**config.mk**
```make
export PLATFORM = sky130hd
export DESIGN_NAME = mcsc_main_clock_ctrl
export DESIGN_NICKNAME = d
export VERILOG_FILES = /design/src/mcsc_pkg.sv /design/src/mcsc_main_clock_ctrl.sv /design/src/mcsc_settle_timer.sv
export SDC_FILE = /design/constraint.sdc
export NUM_CORES = 1
export LEC_CHECK = 0
export BUFFER_PORTS_ARGS = -buffer_cell sky130_fd_sc_hd__buf_2
export CAP_MARGIN = 20
export CORE_ASPECT_RATIO = 0.7
export CORE_UTILIZATION = 50
export DETAILED_ROUTE_END_ITERATION = 7
export PLACE_DENSITY_LB_ADDON = 0.12
export SYNTH_ARGS = -nofsm -noshare
export SYNTH_HDL_FRONTEND = slang
export SYNTH_HIERARCHICAL = 1
export SYNTH_SLANG_ARGS = --single-unit
```
**constraint.sdc**
```tcl
create_clock -name CLOCK -period 2.3 [get_ports CLOCK]
set_clock_uncertainty 0.05 [all_clocks]
set_input_delay 0.115 -clock CLOCK [delete_from_list [all_inputs] [get_ports CLOCK]]
set_output_delay 0.115 -clock CLOCK [all_outputs]
set_load 0.01 [all_outputs]
```
**src/mcsc_pkg.sv**
```systemverilog
// Package of constants for the main clock source control block
`default_nettype none
package mcsc_pkg;
    // Pin operation modes of the high-speed oscillator pins
    typedef enum logic [1:0] {
        MCSC_PIN_PORT  = 2'b00,
        MCSC_PIN_XTAL  = 2'b01,
        MCSC_PIN_EXTCK = 2'b10
    } mcsc_pin_mode_e;

    // Reset values of control bits and the largest legal divider code
    localparam logic [2:0] MCSC_DIV_RST      = 3'h1;
    localparam logic [2:0] MCSC_DIV_MAX      = 3'h4;
    localparam logic       MCSC_HS_HALT_RST  = 1'b1;
    localparam logic       MCSC_INT_HALT_RST = 1'b0;

    // Internal oscillator accuracy settling time
    localparam int MCSC_CLK_MHZ         = 125;
    localparam int MCSC_INT_SETTLE_NS   = 2000;
    localparam int MCSC_INT_SETTLE_CYC  =
        (MCSC_INT_SETTLE_NS * MCSC_CLK_MHZ + 999) / 1000;
    localparam int MCSC_CNT_W           = 12;
endpackage : mcsc_pkg
`default_nettype wire

```
**src/mcsc_main_clock_ctrl.sv**
```systemverilog
// Main clock source selection, oscillator enables and CPU divider
`timescale 1ns/1ps
`default_nettype none
// Overview of operation
// RL1 - Oscillator pins stay port mode after reset
// RL2 - Select 0/1 gives crystal oscillation mode
// RL3 - Select 1/1 gives external clock mode
// RL4 - Halt cleared starts crystal oscillator
// RL5 - Halt cleared accepts external clock input
// RL6 - Software polls settle status before use
// RL7 - Software keeps pin selects while running
// RL8 - Both selects high: high-speed main, peripheral
// RL9 - High-speed main forces high-speed peripheral clock
// RL10 - Source select low: internal main, peripheral
// RL11 - Divider codes 0-4, default divide two
// RL12 - Flags report current CPU clock source
// RL13 - Stop mode halts high-speed source
// RL14 - Halt set stops high-speed source
// RL15 - Software checks flags before halting
// RL16 - Software sets wake settle time first
// RL17 - Software stops unsupported peripherals first
// RL18 - Internal halt cleared restarts oscillator
// RL19 - Stable flag set when accuracy reached
// RL20 - Internal oscillator runs, selected after reset
// RL21 - Internal halt set stops oscillator
// RL22 - Sub select gives subsystem clock halved
// RL23 - Stable flag cleared while stopped
module mcsc_main_clock_ctrl
    import mcsc_pkg::*;
#(
    parameter logic [11:0] INT_SETTLE_CYC = 12'(MCSC_INT_SETTLE_CYC)
) (
    input  wire logic       CLOCK,
    input  wire logic       RST,
    input  wire logic       EXT_CLOCK_SELECT,
    input  wire logic       HS_PIN_OSC_SELECT,
    input  wire logic       HS_OSC_HALT,
    input  wire logic       HS_SOURCE_SELECT,
    input  wire logic       MAIN_CLOCK_MUX_BIT,
    input  wire logic       CPU_SUB_SELECT,
    input  wire logic [2:0] CPU_DIV_CODE,
    input  wire logic       CPU_DIV_WRITE,
    input  wire logic       INT_HS_OSC_HALT,
    input  wire logic       STOP_EXEC,
    input  wire logic       WAKE,
    output logic [1:0]      PIN_MODE,
    output logic            XTAL_OSC_ENABLE,
    output logic            EXT_CLK_INPUT_ENABLE,
    output logic            INT_OSC_ENABLE,
    output logic            MAIN_IS_HS,
    output logic            PERIPH_IS_HS,
    output logic [2:0]      CPU_DIV_SEL,
    output logic            CPU_USE_SUB_HALF,
    output logic            CPU_ON_SUB_FLAG,
    output logic            CPU_MAIN_SRC_FLAG,
    output logic            INT_HS_OSC_STABLE_FLAG,
    output logic            STOP_MODE
);
    mcsc_pin_mode_e pin_mode_d;
    logic           stop_q;
    logic [2:0]     div_q;
    logic           int_run;
    logic           hs_run_d;

    // Pin mode decode; port mode unless OSC select is set
    always_comb begin
        pin_mode_d = MCSC_PIN_PORT; // RL1
        if (HS_PIN_OSC_SELECT && !EXT_CLOCK_SELECT) begin
            pin_mode_d = MCSC_PIN_XTAL; // RL2
        end else if (HS_PIN_OSC_SELECT && EXT_CLOCK_SELECT) begin
            pin_mode_d = MCSC_PIN_EXTCK; // RL3
        end
    end

    // Stop mode held until a wake event arrives
    always_ff @(posedge CLOCK or posedge RST) begin
        if (RST) begin
            stop_q <= 1'b0;
        end else if (WAKE) begin
            stop_q <= 1'b0;
        end else if (STOP_EXEC) begin
            stop_q <= 1'b1; // RL13
        end
    end

    // Prohibited divider codes are ignored, keeping the last legal one
    always_ff @(posedge CLOCK or posedge RST) begin
        if (RST) begin
            div_q <= MCSC_DIV_RST; // RL11
        end else if (CPU_DIV_WRITE && CPU_DIV_CODE <= MCSC_DIV_MAX) begin
            div_q <= CPU_DIV_CODE; // RL11
        end
    end

    assign hs_run_d = !HS_OSC_HALT && !stop_q; // RL4 RL5 RL14 RL13
    assign int_run  = !INT_HS_OSC_HALT && !stop_q; // RL18 RL21 RL20

    // Registered source enables and pin mode
    always_ff @(posedge CLOCK or posedge RST) begin
        if (RST) begin
            PIN_MODE             <= MCSC_PIN_PORT; // RL1
            XTAL_OSC_ENABLE      <= 1'b0;
            EXT_CLK_INPUT_ENABLE <= 1'b0;
            INT_OSC_ENABLE       <= 1'b1; // RL20
        end else begin
            PIN_MODE             <= pin_mode_d;
            XTAL_OSC_ENABLE      <= hs_run_d
                && pin_mode_d == MCSC_PIN_XTAL; // RL4 RL14
            EXT_CLK_INPUT_ENABLE <= hs_run_d
                && pin_mode_d == MCSC_PIN_EXTCK; // RL5 RL14
            INT_OSC_ENABLE       <= int_run; // RL18 RL21
        end
    end

    // Clock routing; the peripheral clock follows the main when it is HS
    always_ff @(posedge CLOCK or posedge RST) begin
        if (RST) begin
            MAIN_IS_HS        <= 1'b0; // RL20
            PERIPH_IS_HS      <= 1'b0;
            CPU_DIV_SEL       <= MCSC_DIV_RST;
            CPU_USE_SUB_HALF  <= 1'b0;
            CPU_ON_SUB_FLAG   <= 1'b0;
            CPU_MAIN_SRC_FLAG <= 1'b0;
        end else begin
            MAIN_IS_HS        <= HS_SOURCE_SELECT
                && MAIN_CLOCK_MUX_BIT; // RL8 RL10
            PERIPH_IS_HS      <= HS_SOURCE_SELECT; // RL8 RL9 RL10
            CPU_DIV_SEL       <= div_q; // RL11
            CPU_USE_SUB_HALF  <= CPU_SUB_SELECT; // RL22
            CPU_ON_SUB_FLAG   <= CPU_SUB_SELECT; // RL12
            CPU_MAIN_SRC_FLAG <= HS_SOURCE_SELECT
                && MAIN_CLOCK_MUX_BIT; // RL12
        end
    end

    // Accuracy timer for the internal oscillator
    mcsc_settle_timer #(
        .CNT_W  (MCSC_CNT_W),
        .CYCLES (INT_SETTLE_CYC)
    ) u_int_settle (
        .CLOCK  (CLOCK),
        .RST    (RST),
        .run    (int_run),
        .stable (INT_HS_OSC_STABLE_FLAG) // RL19 RL23
    );

    assign STOP_MODE = stop_q;

    // Checks one edge behind the inputs, two for stop mode and the stable flag rise, matching the registered outputs
    a_pin_xtal_mode: assert property (@(posedge CLOCK) disable iff (RST)
        HS_PIN_OSC_SELECT && !EXT_CLOCK_SELECT
        |=> PIN_MODE == MCSC_PIN_XTAL) // RL2
        else $error("crystal pin mode not entered");
    a_pin_ext_mode: assert property (@(posedge CLOCK) disable iff (RST)
        HS_PIN_OSC_SELECT && EXT_CLOCK_SELECT
        |=> PIN_MODE == MCSC_PIN_EXTCK) // RL3
        else $error("external clock mode not entered");
    a_pin_port_mode: assert property (@(posedge CLOCK) disable iff (RST)
        !HS_PIN_OSC_SELECT |=> PIN_MODE == MCSC_PIN_PORT) // RL1
        else $error("pins left port mode");
    a_xtal_start: assert property (@(posedge CLOCK) disable iff (RST)
        !HS_OSC_HALT && !stop_q && HS_PIN_OSC_SELECT && !EXT_CLOCK_SELECT
        |=> XTAL_OSC_ENABLE) // RL4
        else $error("crystal not started");
    a_hs_halt_stop: assert property (@(posedge CLOCK) disable iff (RST)
        HS_OSC_HALT |=> !XTAL_OSC_ENABLE && !EXT_CLK_INPUT_ENABLE) // RL14
        else $error("high-speed source not stopped");
    a_stop_mode_halt: assert property (@(posedge CLOCK) disable iff (RST)
        STOP_EXEC && !WAKE |=> ##1 !XTAL_OSC_ENABLE
        && !EXT_CLK_INPUT_ENABLE) // RL13
        else $error("stop mode left high-speed running");
    a_periph_follows: assert property (@(posedge CLOCK) disable iff (RST)
        MAIN_IS_HS |-> PERIPH_IS_HS) // RL9
        else $error("peripheral clock not high-speed");
    a_main_select: assert property (@(posedge CLOCK) disable iff (RST)
        HS_SOURCE_SELECT && MAIN_CLOCK_MUX_BIT
        |=> MAIN_IS_HS && CPU_MAIN_SRC_FLAG) // RL8
        else $error("main clock not high-speed");
    a_int_source: assert property (@(posedge CLOCK) disable iff (RST)
        !HS_SOURCE_SELECT |=> !MAIN_IS_HS && !PERIPH_IS_HS) // RL10
        else $error("internal clock not selected");
    a_div_legal: assert property (@(posedge CLOCK) disable iff (RST)
        CPU_DIV_WRITE && CPU_DIV_CODE > MCSC_DIV_MAX
        |=> $stable(div_q)) // RL11
        else $error("prohibited divider code taken");
    a_sub_flag: assert property (@(posedge CLOCK) disable iff (RST)
        CPU_SUB_SELECT |=> CPU_ON_SUB_FLAG && CPU_USE_SUB_HALF) // RL12
        else $error("subsystem flag wrong");
    a_int_restart: assert property (@(posedge CLOCK) disable iff (RST)
        !INT_HS_OSC_HALT && !stop_q |=> INT_OSC_ENABLE) // RL18
        else $error("internal oscillator not running");
    a_stable_clear: assert property (@(posedge CLOCK) disable iff (RST)
        !int_run |=> !INT_HS_OSC_STABLE_FLAG) // RL23
        else $error("stable flag kept while stopped");
    a_stable_rise: assert property (@(posedge CLOCK) disable iff (RST)
        $rose(INT_HS_OSC_STABLE_FLAG) |-> $past(int_run, 2)) // RL19
        else $error("stable flag rose without run");
    a_ext_start: assert property (@(posedge CLOCK) disable iff (RST)
        !HS_OSC_HALT && !stop_q && HS_PIN_OSC_SELECT && EXT_CLOCK_SELECT
        |=> EXT_CLK_INPUT_ENABLE) // RL5
        else $error("external clock input not enabled");
    a_int_halt_stop: assert property (@(posedge CLOCK) disable iff (RST)
        INT_HS_OSC_HALT |=> !INT_OSC_ENABLE) // RL21
        else $error("internal oscillator not stopped");
    a_periph_only_hs: assert property (@(posedge CLOCK) disable iff (RST)
        HS_SOURCE_SELECT && !MAIN_CLOCK_MUX_BIT
        |=> !MAIN_IS_HS && PERIPH_IS_HS) // RL10
        else $error("peripheral-only high-speed routing wrong");
    a_div_take: assert property (@(posedge CLOCK) disable iff (RST)
        CPU_DIV_WRITE && CPU_DIV_CODE <= MCSC_DIV_MAX
        |=> div_q == $past(CPU_DIV_CODE)) // RL11
        else $error("legal divider code not taken");

    // Main scenarios the bench is expected to reach
    c_periph_only: cover property (@(posedge CLOCK) disable iff (RST)
        PERIPH_IS_HS && !MAIN_IS_HS);
    c_xtal_run: cover property (@(posedge CLOCK) disable iff (RST)
        $rose(XTAL_OSC_ENABLE));
    c_ext_run: cover property (@(posedge CLOCK) disable iff (RST)
        $rose(EXT_CLK_INPUT_ENABLE));
    c_stable: cover property (@(posedge CLOCK) disable iff (RST)
        $rose(INT_HS_OSC_STABLE_FLAG));
    c_stop: cover property (@(posedge CLOCK) disable iff (RST)
        $rose(STOP_MODE));
endmodule : mcsc_main_clock_ctrl
`default_nettype wire

```
**src/mcsc_settle_timer.sv**
```systemverilog
// Settling counter that flags an oscillator as accurate after a delay
`timescale 1ns/1ps
`default_nettype none
module mcsc_settle_timer #(
    parameter int          CNT_W  = 12,
    parameter logic [11:0] CYCLES = 12'h0fa
) (
    input  wire logic CLOCK,
    input  wire logic RST,
    input  wire logic run,
    output logic      stable
);
    logic [CNT_W-1:0] cnt_q;

    // Counter clears whenever the source stops, so restart waits anew
    always_ff @(posedge CLOCK or posedge RST) begin
        if (RST) begin
            cnt_q <= '0;
        end else if (!run) begin
            cnt_q <= '0;
        end else if (cnt_q != CNT_W'(CYCLES)) begin
            cnt_q <= cnt_q + 1'b1;
        end
    end

    // Flag registered so it never glitches on a halt
    always_ff @(posedge CLOCK or posedge RST) begin
        if (RST) begin
            stable <= 1'b0;
        end else begin
            stable <= run && (cnt_q == CNT_W'(CYCLES));
        end
    end
endmodule : mcsc_settle_timer
`default_nettype wire

```
Word level (Yosys, flattened, before mapping)
Cells that the tools add are included.
{ "totals": {"regBits": 28, "inputBits": 15, "out_inout_bits": 15, "elab_cells": 39} }
{ "op_classes": {"add_sub_neg": 1, "order_cmp": 1, "eq_ne": 5, "mux": 6, "reduce_logical": 14} }
{ "op_table": {"columns": ["cell", "count"], "rows": [
  ["2-to-1 mux 12 bit", 2],
  ["adder 12 x 1 -> 12 bit (second input constant)", 1],
  ["equality test 12 x 8 -> 1 bit (second input constant)", 1],
  ["inequality test 12 x 8 -> 1 bit (second input constant)", 1],
  ["logical AND 1 bit", 9],
  ["logical NOT 1 bit", 4],
  ["2-to-1 mux 2 bit", 2],
  ["less-or-equal comparator 3 bit (second input constant)", 1],
  ["equality test 2 x 1 -> 1 bit (second input constant)", 1],
  ["equality test 2 bit (second input constant)", 1],
  ["2-to-1 mux 1 bit", 2],
  ["inequality test 2 x 1 -> 1 bit (second input constant)", 1],
  ["nonzero test 2 bit", 1]
]} }

Logic depth before layout (Yosys ltp)
Gate-level depths: netlist (run 1).
{ "logic_depth": {"ltp_word": 5, "ltp_mapped": 5, "ltp_nobuf": 5} }

Modules after synthesis
The synthesis (run 1) kept the hierarchy.
{ "by_module_without_submodules": {"columns": ["mod", "n_inst", "cells_per_inst", "area_per_inst_um2", "seq_area_each_um2"], "rows": [
  ["mcsc_settle_timer", 1, 68, 685.7, 325.3],
  ["mcsc_main_clock_ctrl", 1, 36, 508.0, 379.1]
]} }

Least setup slack after synthesis (run 1)
No wires, ideal clock.
{ "synth_timing": {"path_kind": "register to register", "start": "register u_int_settle.cnt_q[0]", "end": "register u_int_settle.cnt_q[0]", "setup_time_ps": 79, "arrival_ps": 1475, "t_required_ps": 2171, "setup_slack_ps": 696, "stages_incl_launch_ff": 6, "n_path_buf": 0, "synth_period_minus_slack_ps": 1604, "cell_sequence": "dfrtp_1 > inv_1 > ha_1 > or4b_4 > nor4_4 > mux2i_1"} }
{ "synth_between": {"elab_chain_cells": 3, "elab_cells_between_ends": 5, "classes_between": "add/sub: 1; eq/ne: 2; mux: 2"} }
{ "synth_lines": {"columns": ["element", "line", "text"], "rows": [
  ["from (decl)", "mcsc_settle_timer.sv:13", "logic [CNT_W-1:0] cnt_q;"],
  ["from (signal assigned)", "mcsc_settle_timer.sv:22", "cnt_q <= cnt_q + 1'b1;"],
  ["adder 12 x 1 -> 12 bit", "mcsc_settle_timer.sv:22", null],
  ["2-to-1 mux 12 bit", "mcsc_settle_timer.sv:21", "end else if (cnt_q != CNT_W'(CYCLES)) begin"],
  ["2-to-1 mux 12 bit", "mcsc_settle_timer.sv:19", "end else if (!run) begin"]
]} }
Parallel ways exist; a longest one is shown, timed or not. The select of a mux whose other input is x is not followed.
A chain may end at the register's enable or synchronous reset.

Worst setup path in the final report (run 1)
Same ends and word-level chain as after synthesis.

==> summary.md, run 1 <==
| Metric | Value |
|---|---|
| Status | finished, final reports clean |
| Max_cap viols | 0 |
| Slew HR | 0.6172 |
| Layout cells sized above 1 | 0.2800 |
| PortBufs | 29 |
| Syn_area_per_cell | 11.48 um2 |
| Warnings, synthesis | 6 |
| Crit path required time | 2510 ps |
| Slowest stage cell, crit path | or4b_4 |
| Reg2reg setup slack | 500 ps |
| Highest Signal Layer | met4 |
| Launch point of the worst path | u_int_settle/cnt_q[0]$_DFFE_PP0P_ |
| Root Buffer Master | clkbuf_4 |
| DR DRC count | 0 |
| Syn-to-layout area delta | 30.92% |
| TritonCTS Buffers | 3 |
| GPL Wtd Cong | 0.7319 |
| Largest net degree at the start of global routing | 17 |
| Die height | 42.88 um |
| Die Wd | 60.40 um |
| Initial cell density of the core | 0.5408 |
| Synthesized area | 1194 um2 |
| Worst slew pin tran | 573.6 ps |
| Top FF cell, synth | dfrtp_1 |
| Async S/R FF share, synth | 1.000 |
| Post-synth EDFFs | 0 |
| DR iter-0 viols | 28 |
| Min-delay src | CPU_DIV_WRITE |
| Cell variety after synth | 32 |
| Met2 routed WL | 1157 um |
| Sequential share of power | 0.556 |
| Cells after Synth | 104 |
| TritonRoute pass-1 iters | 4 |
| Antenna-violating nets left | 0 |
| Seq/Total Area, Yosys | 0.5901 |
| Most common cell after layout, fill and taps aside | buf_2 |
| Met3 WL post-DR | 163 um |
| Cell internal pwr | 751.8 uW |
| M1 wire length | 1047 um |
| Number of diodes | 0 |
| Worst path depth | 5 |
| Worst-Skew Late Latency | 320 ps |
| Initial antenna violation count | 0 |
| Reg2reg end | u_int_settle/cnt_q[0]$_DFFE_PP0P_ |
| Worst Hold Path EP | div_q[0]$_DFFE_PP1P_ |
| Crit Path Max Fanout | 5 |
| Final hold slack | 34.28 ps |
| CP Cell Sequence | inv_1 > ha_1 > or4b_4 > nor4_4 > mux2i_1 |
| Boundary Pins | 30 |
| Core Area | 2207 um2 |
| Final Hold Viols | 0 |
| PD cells | 613.6 nW/um2 |
| Commonest non-fill, non-tap cells in the layout | buf_2, dfrtp_1, dlygate4sd3_1, nand2_1 |
| GRT Total Usage | 0.2167 |
| Total gr overflow | 0 |
| Die area | 2590 um2 |
| RSZ-0062 raised after global routing | no |
| Fin crit period | 1797 ps |
| Setup_tns | 0 ps |
| WP data arrival | 2010 ps |
| CTS H-tree lvls | 1 |
| Hold depth | 3 |
| Critical path buffers and inverters | 1 |
| Critical path class | reg2reg |
| Switch share | 0.2160 |
| Clock buffer depth | 2 |
| Row cnt | 14 |
| HPWL Detailed | 1657 um |
| Vias/cell | 5.225 |
| Routed len/inst | 13.17 um |
| Clock share of power | 0.332 |
| R2R depth | 5 |
| Seq cells post-synth | 28 |
| Vias in the first global route | 922 |
| Mapped Nets | 121 |
| Cell family with the largest share of critical-path delay | simple AND/OR/NAND/NOR gates |
| Fin crit share | 0.7815 |
| TritonCTS Sinks | 28 |
| Worst vdd ir | 0.4644 mV |
| Hold Crit Class | in2reg |
| WL final | 2397 um |
| Switching power | 207.1 uW |
| Via count | 951 |
| Reg-to-Reg Start | u_int_settle/cnt_q[0]$_DFFE_PP0P_ |
| Startpoint Class | flip-flop |
| Max Freq | 556.3 MHz |
| Clk pin slew, worst setup/hold paths | 140 ps |
| CP endpoint kind | flip-flop |
| TritonCTS clock tree | built |
| Max stage delay on crit path | 470 ps |
| Slew Limit Fails | 0 |
| Final nets | 168 |
| Setup-failing EPs final | 0 |
| Comb pwr share | 0.112 |
| Leak | 0.0007065 uW |
| First-pass GRT wire length | 4105 um |
## power groups by stage
stage | registers, uW | logic (uW) | clock network (uW)
after floorplan | 549 | 42.7 | 0
after CTS | 533 | 108 | 324
after detailed placement | 542 | 87.5 | 0
after global routing | 537 | 122 | 346
final | 534 | 107 | 318
after global placement | 541 | 83.2 | 0
## worst reg2reg max path, stage by stage (launching register included)
cell and delay, ps:
dfrtp_1 460, inv_1 100, ha_1 150, or4b_4 470, nor4_4 270, mux2i_1 230
## worst max path at each step
stage,endpoint
2_1_floorplan,u_int_settle/cnt_q[0]$_DFFE_PP0P_
3_3_place_gp,u_int_settle/cnt_q[0]$_DFFE_PP0P_
3_5_place_dp,u_int_settle/cnt_q[1]$_DFFE_PP0P_
4_1_cts,u_int_settle/cnt_q[1]$_DFFE_PP0P_
5_1_grt,u_int_settle/cnt_q[0]$_DFFE_PP0P_
6_report,u_int_settle/cnt_q[0]$_DFFE_PP0P_
## metrics by stage
step	std cells	util	total power (uW)	setup slack (ps)	cell area (um2)
finish	182	0.7081	958.9	502.5	1563
CTS	182	0.7081	965.2	494.2	1563
detailed placement	163	0.6162	629.8	531.4	1360
global route	182	0.7081	1005	412.7	1563
global placement	163	0.6162	624.2	645.8	1360
floorplan	104	-	591.2	695.7	1194
## sequential cells by signal, summed over array words and instances (netlist names)
register / cells
div_q: 3
XTAL_OSC_ENABLE: 1
CPU_ON_SUB_FLAG: 1
STOP_MODE: 1
EXT_CLK_INPUT_ENABLE: 1
INT_OSC_ENABLE: 1
u_int_settle/cnt_q: 12
CPU_DIV_SEL: 3
CPU_MAIN_SRC_FLAG: 1
PIN_MODE: 2
PERIPH_IS_HS: 1
u_int_settle/stable: 1
## synth_stat cells (2+ instances only)
cell type	count	area share
buf_4	2	0.013
a2bb2oi_1	2	0.015
nor3b_1	2	0.013
nand2_1	10	0.031
nand4_1	2	0.010
mux2i_1	3	0.025
dfstp_2	3	0.066
dfrtp_1	25	0.52
or4_1	2	0.013
or3_1	4	0.021
nor2b_1	4	0.021
nor2_1	5	0.016
a21oi_1	6	0.025
inv_1	6	0.019
nand3_1	3	0.013
o31ai_1	2	0.013
o21ai_0	5	0.021
nand3b_1	2	0.013
ha_1	2	0.021
and2_1	2	0.010
## layout make-up
cell class,instances,area [um2]
timing repair buffer,45,302.8
tap,32,40.04
inverter,6,22.52
clock inverter,1,30.03
multi-input combinational,67,440.4
clock buffer,3,22.52
fill,172,644.4
sequential,28,704.4
## logic make-up after synthesis
kind of cell / synth area share
AND/OR/NAND/NOR: 0.2275
flip-flops: 0.5902
AO/OA/AOI/OAI: 0.08071
buffers and inverters: 0.04087
multiplexers: 0.02516
XOR/XNOR: 0.01468
adder cells (fa/ha/maj): 0.02096
## per-layer routing
metal / GRT usage / up-vias
met3: 0.07012 / 4
met4: 0.03721 / 0
met5: 0 / -
met2: 0.3451 / 40
met1: 0.2914 / 456
li1: - / 451
## what timing repair did
item,4_1_cts,5_1_grt
hold endpoints to repair,36,0
setup endpoints to repair,0,0
buffers inserted,0,0
gates resized for setup,0,0
hold buffers,15,0
Power figures use the tool's default switching activity.
==> run 2: changes to the inputs <==
--- a/config.mk
+++ b/config.mk
@@ -8,7 +8,7 @@
 export BUFFER_PORTS_ARGS = -buffer_cell sky130_fd_sc_hd__buf_2
 export CAP_MARGIN = 20
 export CORE_ASPECT_RATIO = 0.7
-export CORE_UTILIZATION = 50
+export CORE_UTILIZATION = 46
 export DETAILED_ROUTE_END_ITERATION = 7
 export PLACE_DENSITY_LB_ADDON = 0.12
 export SYNTH_ARGS = -nofsm -noshare
==> constraint.sdc (replaced) <==
create_clock -name CLOCK -period 1.5 [get_ports CLOCK]
set_clock_uncertainty 0.05 [all_clocks]
set_input_delay 0.075 -clock CLOCK [delete_from_list [all_inputs] [get_ports CLOCK]]
set_output_delay 0.075 -clock CLOCK [all_outputs]
set_load 0.01 [all_outputs]
==> summary.md, run 2 (same netlist as run 1, synthesis figures left out) <==
| Metric | Value |
|---|---|
| Reg2reg end | u_int_settle/cnt_q[1]$_DFFE_PP0P_ (was u_int_settle/cnt_q[0]$_DFFE_PP0P_) |
| TritonCTS Buffers | 3 (unchanged) |
| Row cnt | 15 (was 14) |
| PD cells | 895.9 nW/um2 (was 613.6 nW/um2) |
| Critical path class | reg2reg (unchanged) |
| Reg-to-Reg Start | u_int_settle/cnt_q[0]$_DFFE_PP0P_ (unchanged) |
| Worst Hold Path EP | INT_OSC_ENABLE$_DFF_PP1_ (was div_q[0]$_DFFE_PP1P_) |
| WP data arrival | 1860 ps (was 2010 ps) |
| Largest Register | u_int_settle/cnt_q (unchanged) |
| RSZ-0062 raised after global routing | yes (was no) |
| Setup-failing EPs final | 11 (was 0) |
| Via count | 973 (was 951) |
| CP Cell Sequence | inv_2 > ha_4 > or4b_4 > nor4_4 > mux2i_1 (was inv_1 > ha_1 > or4b_4 > nor4_4 > mux2i_1) |
| Crit Path Max Fanout | 4 (was 5) |
| Min-delay src | INT_HS_OSC_HALT (was CPU_DIV_WRITE) |
| Clk pin slew, worst setup/hold paths | 90 ps (was 140 ps) |
| Met1 Use GR | 0.2479 (was 0.2914) |
| Pre-CTS setup slack | -204.6 ps (was 531.4 ps) |
| Total gr overflow | 0 (unchanged) |
| Max stage delay on crit path | 460 ps (was 470 ps) |
| Antenna-violating nets left | 0 (unchanged) |
| Reg2reg setup slack | -210 ps (was 500 ps) |
| Number of diodes | 0 (unchanged) |
| Met3 Track Usage GR | 0.05412 (was 0.07012) |
| Fin crit share | 1.138 (was 0.7815) |
| Global routing's busiest layer | met2 (unchanged) |
| Worst slew pin tran | 550.5 ps (was 573.6 ps) |
| Die area | 2806 um2 (was 2590 um2) |
| CTS H-tree lvls | 1 (unchanged) |
| Die Wd | 62.89 um (was 60.40 um) |
| Clock buffer depth | 2 (unchanged) |
| Final nets | 183 (was 168) |
| Final worst slack | -207.5 ps (was 502.5 ps) |
| CP endpoint kind | flip-flop (unchanged) |
| Worst vdd ir | 0.7638 mV (was 0.4644 mV) |
| Largest net degree at the start of global routing | 17 (unchanged) |
| Max reg flops | 12 (unchanged) |
| Grt met2 use | 0.4022 (was 0.3451) |
| Syn-to-layout area delta | 49.06% (was 30.92%) |
| Die height | 44.62 um (was 42.88 um) |
| Startpoint Class | flip-flop (unchanged) |
| R2R depth | 5 (unchanged) |
| Slew Limit Fails | 0 (unchanged) |
| Non-Filler Instances | 199 (was 182) |
| Core Area | 2459 um2 (was 2207 um2) |
| GRT Total Usage | 0.2122 (was 0.2167) |
| Initial antenna violation count | 0 (unchanged) |
| Dpl cell area | 1468 um2 (was 1360 um2) |
| Crit path required time | 1650 ps (was 2510 ps) |
| Fin crit period | 1707 ps (was 1797 ps) |
| Hold depth | 3 (unchanged) |
| DR DRC count | 0 (unchanged) |
| Hold Crit Class | in2reg (unchanged) |
| Most common cell after layout, fill and taps aside | buf_2 (unchanged) |
| Final Hold Viols | 0 (unchanged) |
| Status | complete, but fails checks (was finished, final reports clean) |
| Commonest non-fill, non-tap cells in the layout | buf_2, dfrtp_1, buf_4, dlygate4sd3_1, nand2_1 (was buf_2, dfrtp_1, dlygate4sd3_1, nand2_1) |
| Initial cell density of the core | 0.4855 (was 0.5408) |
| DR iter-0 viols | 33 (was 28) |
| TritonCTS clock tree | built (unchanged) |
| Post-route cell area | 1779 um2 (was 1563 um2) |
| TritonRoute pass-1 iters | 4 (unchanged) |
| Critical path buffers and inverters | 1 (unchanged) |
| Largest regs | u_int_settle/cnt_q x12, CPU_DIV_SEL x3, div_q x3 (unchanged) |
| Vias/cell | 4.889 (was 5.225) |
| Boundary Pins | 30 (unchanged) |
| Layout cells sized above 1 | 0.4364 (was 0.2800) |
| HPWL Detailed | 1780 um (was 1657 um) |
| Setup_tns | -1107 ps (was 0 ps) |
| Leak | 0.0008008 uW (was 0.0007065 uW) |
| Cell Count Post-Placement | 179 (was 163) |
| Slowest stage cell, crit path | or4b_4 (unchanged) |
| Routed len/inst | 13.46 um (was 13.17 um) |
| Failing checks | negative setup slack |
| WL final | 2678 um (was 2397 um) |
| TritonCTS Sinks | 28 (unchanged) |
| Cell family with the largest share of critical-path delay | simple AND/OR/NAND/NOR gates (unchanged) |
| Max_cap viols | 0 (unchanged) |
| Vias in the first global route | 1,021 (was 922) |
| Max Freq | 585.7 MHz (was 556.3 MHz) |
| PortBufs | 29 (unchanged) |
| Slew HR | 0.6326 (was 0.6172) |
| Worst-Skew Late Latency | 280 ps (was 320 ps) |
| Root Buffer Master | clkbuf_8 (was clkbuf_4) |
| GPL Wtd Cong | 0.7512 (was 0.7319) |
| First-pass GRT wire length | 4374 um (was 4105 um) |
| Fillers | 172 (unchanged) |
## run 2: layout make-up
class	count	area (um2)	share of cell area
well taps	34	42.54	0.02391
repair buffers	60	421.7	0.2370
clock buffers	3	41.29	0.02321
flip-flops and latches	28	704.4	0.3959
clock inverters	1	30.03	0.01688
inverters	6	22.52	0.01266
multi-input cells	67	516.7	0.2904
## run 2: worst register-to-register path, delay by kind of cell, from the launching register on
family                     cells  cell delay [ps]
muxes                          1              240
and+or+nand+nor                2              740
adders and majority gates      1              130
DFF                            1              400
buffers and inverters          1               90
## run 2: how the worst max path moves through the flow
| stage | from | endpoint | slack, ps | cells past startpoint |
|---|---|---|---|---|
| 6_report | u_int_settle/cnt_q[0]$_DFFE_PP0P_ | u_int_settle/cnt_q[1]$_DFFE_PP0P_ | -210 | 5 |
| 3_3_place_gp | u_int_settle/cnt_q[0]$_DFFE_PP0P_ | u_int_settle/cnt_q[0]$_DFFE_PP0P_ | -110 | 5 |
| 3_5_place_dp | u_int_settle/cnt_q[0]$_DFFE_PP0P_ | u_int_settle/cnt_q[1]$_DFFE_PP0P_ | -200 | 5 |
| 5_1_grt | u_int_settle/cnt_q[0]$_DFFE_PP0P_ | u_int_settle/cnt_q[1]$_DFFE_PP0P_ | -290 | 5 |
| 2_1_floorplan | u_int_settle/cnt_q[0]$_DFFE_PP0P_ | u_int_settle/cnt_q[0]$_DFFE_PP0P_ | -100 | 5 |
| 4_1_cts | u_int_settle/cnt_q[0]$_DFFE_PP0P_ | u_int_settle/cnt_q[1]$_DFFE_PP0P_ | -220 | 5 |
## run 2: repair_timing
item | in CTS | in global routing
setup buffers | 3 | 1
hold buffers | 13 | 0
hold endpoints to repair | 35 | 0
resized for setup | 5 | 14
pin swaps | 4 | 5
endpoints found under the setup margin | 7 | 8
## run 2: metrics by stage
| step | util | power, uW | hold WS [ps] |
|---|---|---|---|
| after floorplan | - | 906.5 | -98.04 |
| after global placement | 0.5969 | 970.6 | 89.94 |
| after detailed placement | 0.5969 | 977.5 | 103.8 |
| after CTS | 0.6936 | 1598 | 37.31 |
| after global routing | 0.7237 | 1653 | 42.26 |
| final | 0.7237 | 1594 | 34.25 |
## run 2: power by group
part / leakage (uW) / internal (uW) / switching, uW
Clock: 0.0000357 / 358 / 230
Sequential: 0.000362 / 797 / 17.0
Combinational: 0.000403 / 101 / 91.8
Total: 0.000801 / 1260 / 338
## run 2: metal layers
layer	vias to the layer above	wire, um
met1	467	1215
met3	3	81
li1	480	-
met4	0	14
met5	-	0
met2	23	1366
==> run 3: changes to the inputs <==
--- a/config.mk
+++ b/config.mk
@@ -8,7 +8,7 @@
 export BUFFER_PORTS_ARGS = -buffer_cell sky130_fd_sc_hd__buf_2
 export CAP_MARGIN = 20
 export CORE_ASPECT_RATIO = 0.7
-export CORE_UTILIZATION = 46
+export CORE_UTILIZATION = 50
 export DETAILED_ROUTE_END_ITERATION = 7
 export PLACE_DENSITY_LB_ADDON = 0.12
 export SYNTH_ARGS = -nofsm -noshare
==> constraint.sdc (replaced) <==
create_clock -name CLOCK -period 2 [get_ports CLOCK]
set_clock_uncertainty 0.05 [all_clocks]
set_input_delay 0.1 -clock CLOCK [delete_from_list [all_inputs] [get_ports CLOCK]]
set_output_delay 0.1 -clock CLOCK [all_outputs]
set_load 0.01 [all_outputs]
==> summary.md, run 3 (same netlist as run 1, synthesis figures left out) <==
| Metric | Value |
|---|---|
| Status | finished, final reports clean (was complete, but fails checks) |
| Hold Crit Class | in2reg (unchanged) |
| GPL Wtd Cong | 0.7253 (was 0.7512) |
| Root Buffer Master | clkbuf_4 (was clkbuf_8) |
| Final nets | 169 (was 183) |
| Post-route cell area | 1573 um2 (was 1779 um2) |
| Commonest non-fill, non-tap cells in the layout | buf_2, dfrtp_1, dlygate4sd3_1, nand2_1 (was buf_2, dfrtp_1, buf_4, dlygate4sd3_1, nand2_1) |
| Max Freq | 546.1 MHz |
| PortBufs | 29 (unchanged) |
| Leak | 0.0007121 uW (was 0.0008008 uW) |
| Largest net degree at the start of global routing | 17 (unchanged) |
| RSZ-0062 raised after global routing | no (was yes) |
| Clock buffer depth | 2 (unchanged) |
| Setup_tns | 0 ps (was -1107 ps) |
| Die height | 42.88 um (was 44.62 um) |
| Number of diodes | 0 (unchanged) |
| Worst-Skew Late Latency | 340 ps (was 280 ps) |
| Largest regs | u_int_settle/cnt_q x12, CPU_DIV_SEL x3, div_q x3 (unchanged) |
| TritonCTS clock tree | built (unchanged) |
| Cell internal pwr | 867.9 uW (was 1256 uW) |
| Max reg flops | 12 (unchanged) |
| Crit Path Max Fanout | 3 (was 4) |
| Vias/cell | 4.978 (was 4.889) |
| WL final | 2422 um (was 2678 um) |
| Comb pwr share | 0.114 (was 0.121) |
| CTS H-tree lvls | 1 (unchanged) |
| Boundary Pins | 30 (unchanged) |
| Fin crit share | 0.9156 |
| Routed len/inst | 13.23 um (was 13.46 um) |
| WP data arrival | 2080 ps (was 1860 ps) |
| Vias in the first global route | 919 (was 1,021) |
| Die area | 2590 um2 (was 2806 um2) |
| Final worst slack | 168.8 ps (was -207.5 ps) |
| TritonCTS Sinks | 28 (unchanged) |
| HPWL Detailed | 1682 um (was 1780 um) |
| Slew HR | 0.6324 (was 0.6326) |
| Die Wd | 60.40 um (was 62.89 um) |
| TritonRoute pass-1 iters | 4 (unchanged) |
| Startpoint Class | input pin (was flip-flop) |
| Crit path required time | 2240 ps (was 1650 ps) |
| Slew Limit Fails | 0 (unchanged) |
| Worst slew pin tran | 550.8 ps (was 550.5 ps) |
| Worst vdd ir | 0.6119 mV (was 0.7638 mV) |
| Setup-failing EPs final | 0 (was 11) |
| Via count | 911 (was 973) |
| Clk pin slew, worst setup/hold paths | 150 ps (was 90 ps) |
| GRT Total Usage | 0.2232 (was 0.2122) |
| Layout cells sized above 1 | 0.2781 (was 0.4364) |
| DR iter-0 viols | 15 (was 33) |
| PD cells | 703.7 nW/um2 (was 895.9 nW/um2) |
| Final Hold Viols | 0 (unchanged) |
| Row cnt | 14 (was 15) |
| Dpl cell area | 1360 um2 (was 1468 um2) |
| TritonCTS Buffers | 3 (unchanged) |
| Largest Register | u_int_settle/cnt_q (unchanged) |
| Max_cap viols | 0 (unchanged) |
| Initial antenna violation count | 0 (unchanged) |
| CP endpoint kind | flip-flop (unchanged) |
| Most common cell after layout, fill and taps aside | buf_2 (unchanged) |
| Syn-to-layout area delta | 31.76% (was 49.06%) |
| Antenna-violating nets left | 0 (unchanged) |
| Fillers | 168 (was 172) |
| Total gr overflow | 0 (unchanged) |
| Switching power | 238.8 uW (was 338.3 uW) |
| First-pass GRT wire length | 4174 um (was 4374 um) |
| Clock share of power | 0.332 (was 0.368) |
| Pre-CTS setup slack | 276.3 ps (was -204.6 ps) |
| Initial cell density of the core | 0.5408 (was 0.4855) |
| Critical path class | in2reg (was reg2reg) |
| Sequential share of power | 0.554 (was 0.511) |
| Switch share | 0.2158 (was 0.2123) |
| Fin crit period | 1831 ps |
| Core Area | 2207 um2 (was 2459 um2) |
| DR DRC count | 0 (unchanged) |
-- run 3: timing repair --
action | in CTS | in global routing
buffers inserted | 0 | 0
endpoints found under the hold margin | 37 | 0
resized for setup | 0 | 0
hold buffers | 16 | 0
setup endpoints to repair | 0 | 0
-- run 3: final timing paths --
kind	start	end	slack, ps	cells after the start
worst max-delay path	CPU_DIV_CODE[1]	div_q[0]$_DFFE_PP1P_	170	6
worst max register to register	u_int_settle/cnt_q[0]$_DFFE_PP0P_	u_int_settle/cnt_q[1]$_DFFE_PP0P_	240	5
min in group asynchronous	RST	u_int_settle/stable$_DFF_PP0_	260	3
worst min register to register	div_q[0]$_DFFE_PP1P_	CPU_DIV_SEL[0]$_DFF_PP1_	330	0
worst min-delay path	CPU_DIV_WRITE	div_q[1]$_DFFE_PP0P_	50	3
max in group asynchronous	RST	INT_OSC_ENABLE$_DFF_PP1_	1240	3
-- run 3: final cells by class --
type | instances | area, um2 | share of cell area
timing repair buffer | 46 | 312.8 | 0.1989
inverter | 6 | 22.52 | 0.01432
multi-input combinational | 67 | 440.4 | 0.2800
sequential | 28 | 704.4 | 0.4479
clock buffer | 3 | 22.52 | 0.01432
clock inverter | 1 | 30.03 | 0.01909
tap | 32 | 40.04 | 0.02546
-- run 3: power groups by stage --
stage                     registers, uW  clock network, uW  logic [uW]
after CTS                           613                376         126
after global placement              622                  0        95.7
final                               613                368         126
after detailed placement            624                  0        99.1
after floorplan                     631                  0        49.0
after global routing                617                397         141
-- run 3: stage by stage --
stage / cells / utilization / hold WS (ps) / total power [uW]
final: 183 / 0.7126 / 54.01 / 1107
after global routing: 183 / 0.7126 / 66.07 / 1155
after CTS: 183 / 0.7126 / 48.12 / 1115
after detailed placement: 163 / 0.6162 / 118.6 / 723.1
after global placement: 163 / 0.6162 / 116.0 / 717.7
after floorplan: 104 / - / -73.04 / 679.8
-- run 3: layer usage --
layer,vias to the layer above,part of all wire,global-route usage
met5,-,0,0
met4,0,0.0062,0.04186
met3,3,0.046,0.06402
met2,26,0.49,0.3758
met1,430,0.46,0.2857
li1,452,-,-
-- run 3: critical path, cell delays in order --
cell and delay (ps):
dlygate4sd3_1 520, buf_2 120, nand2_1 40, dlygate4sd3_1 540
a2bb2oi_1 170, dlygate4sd3_1 580
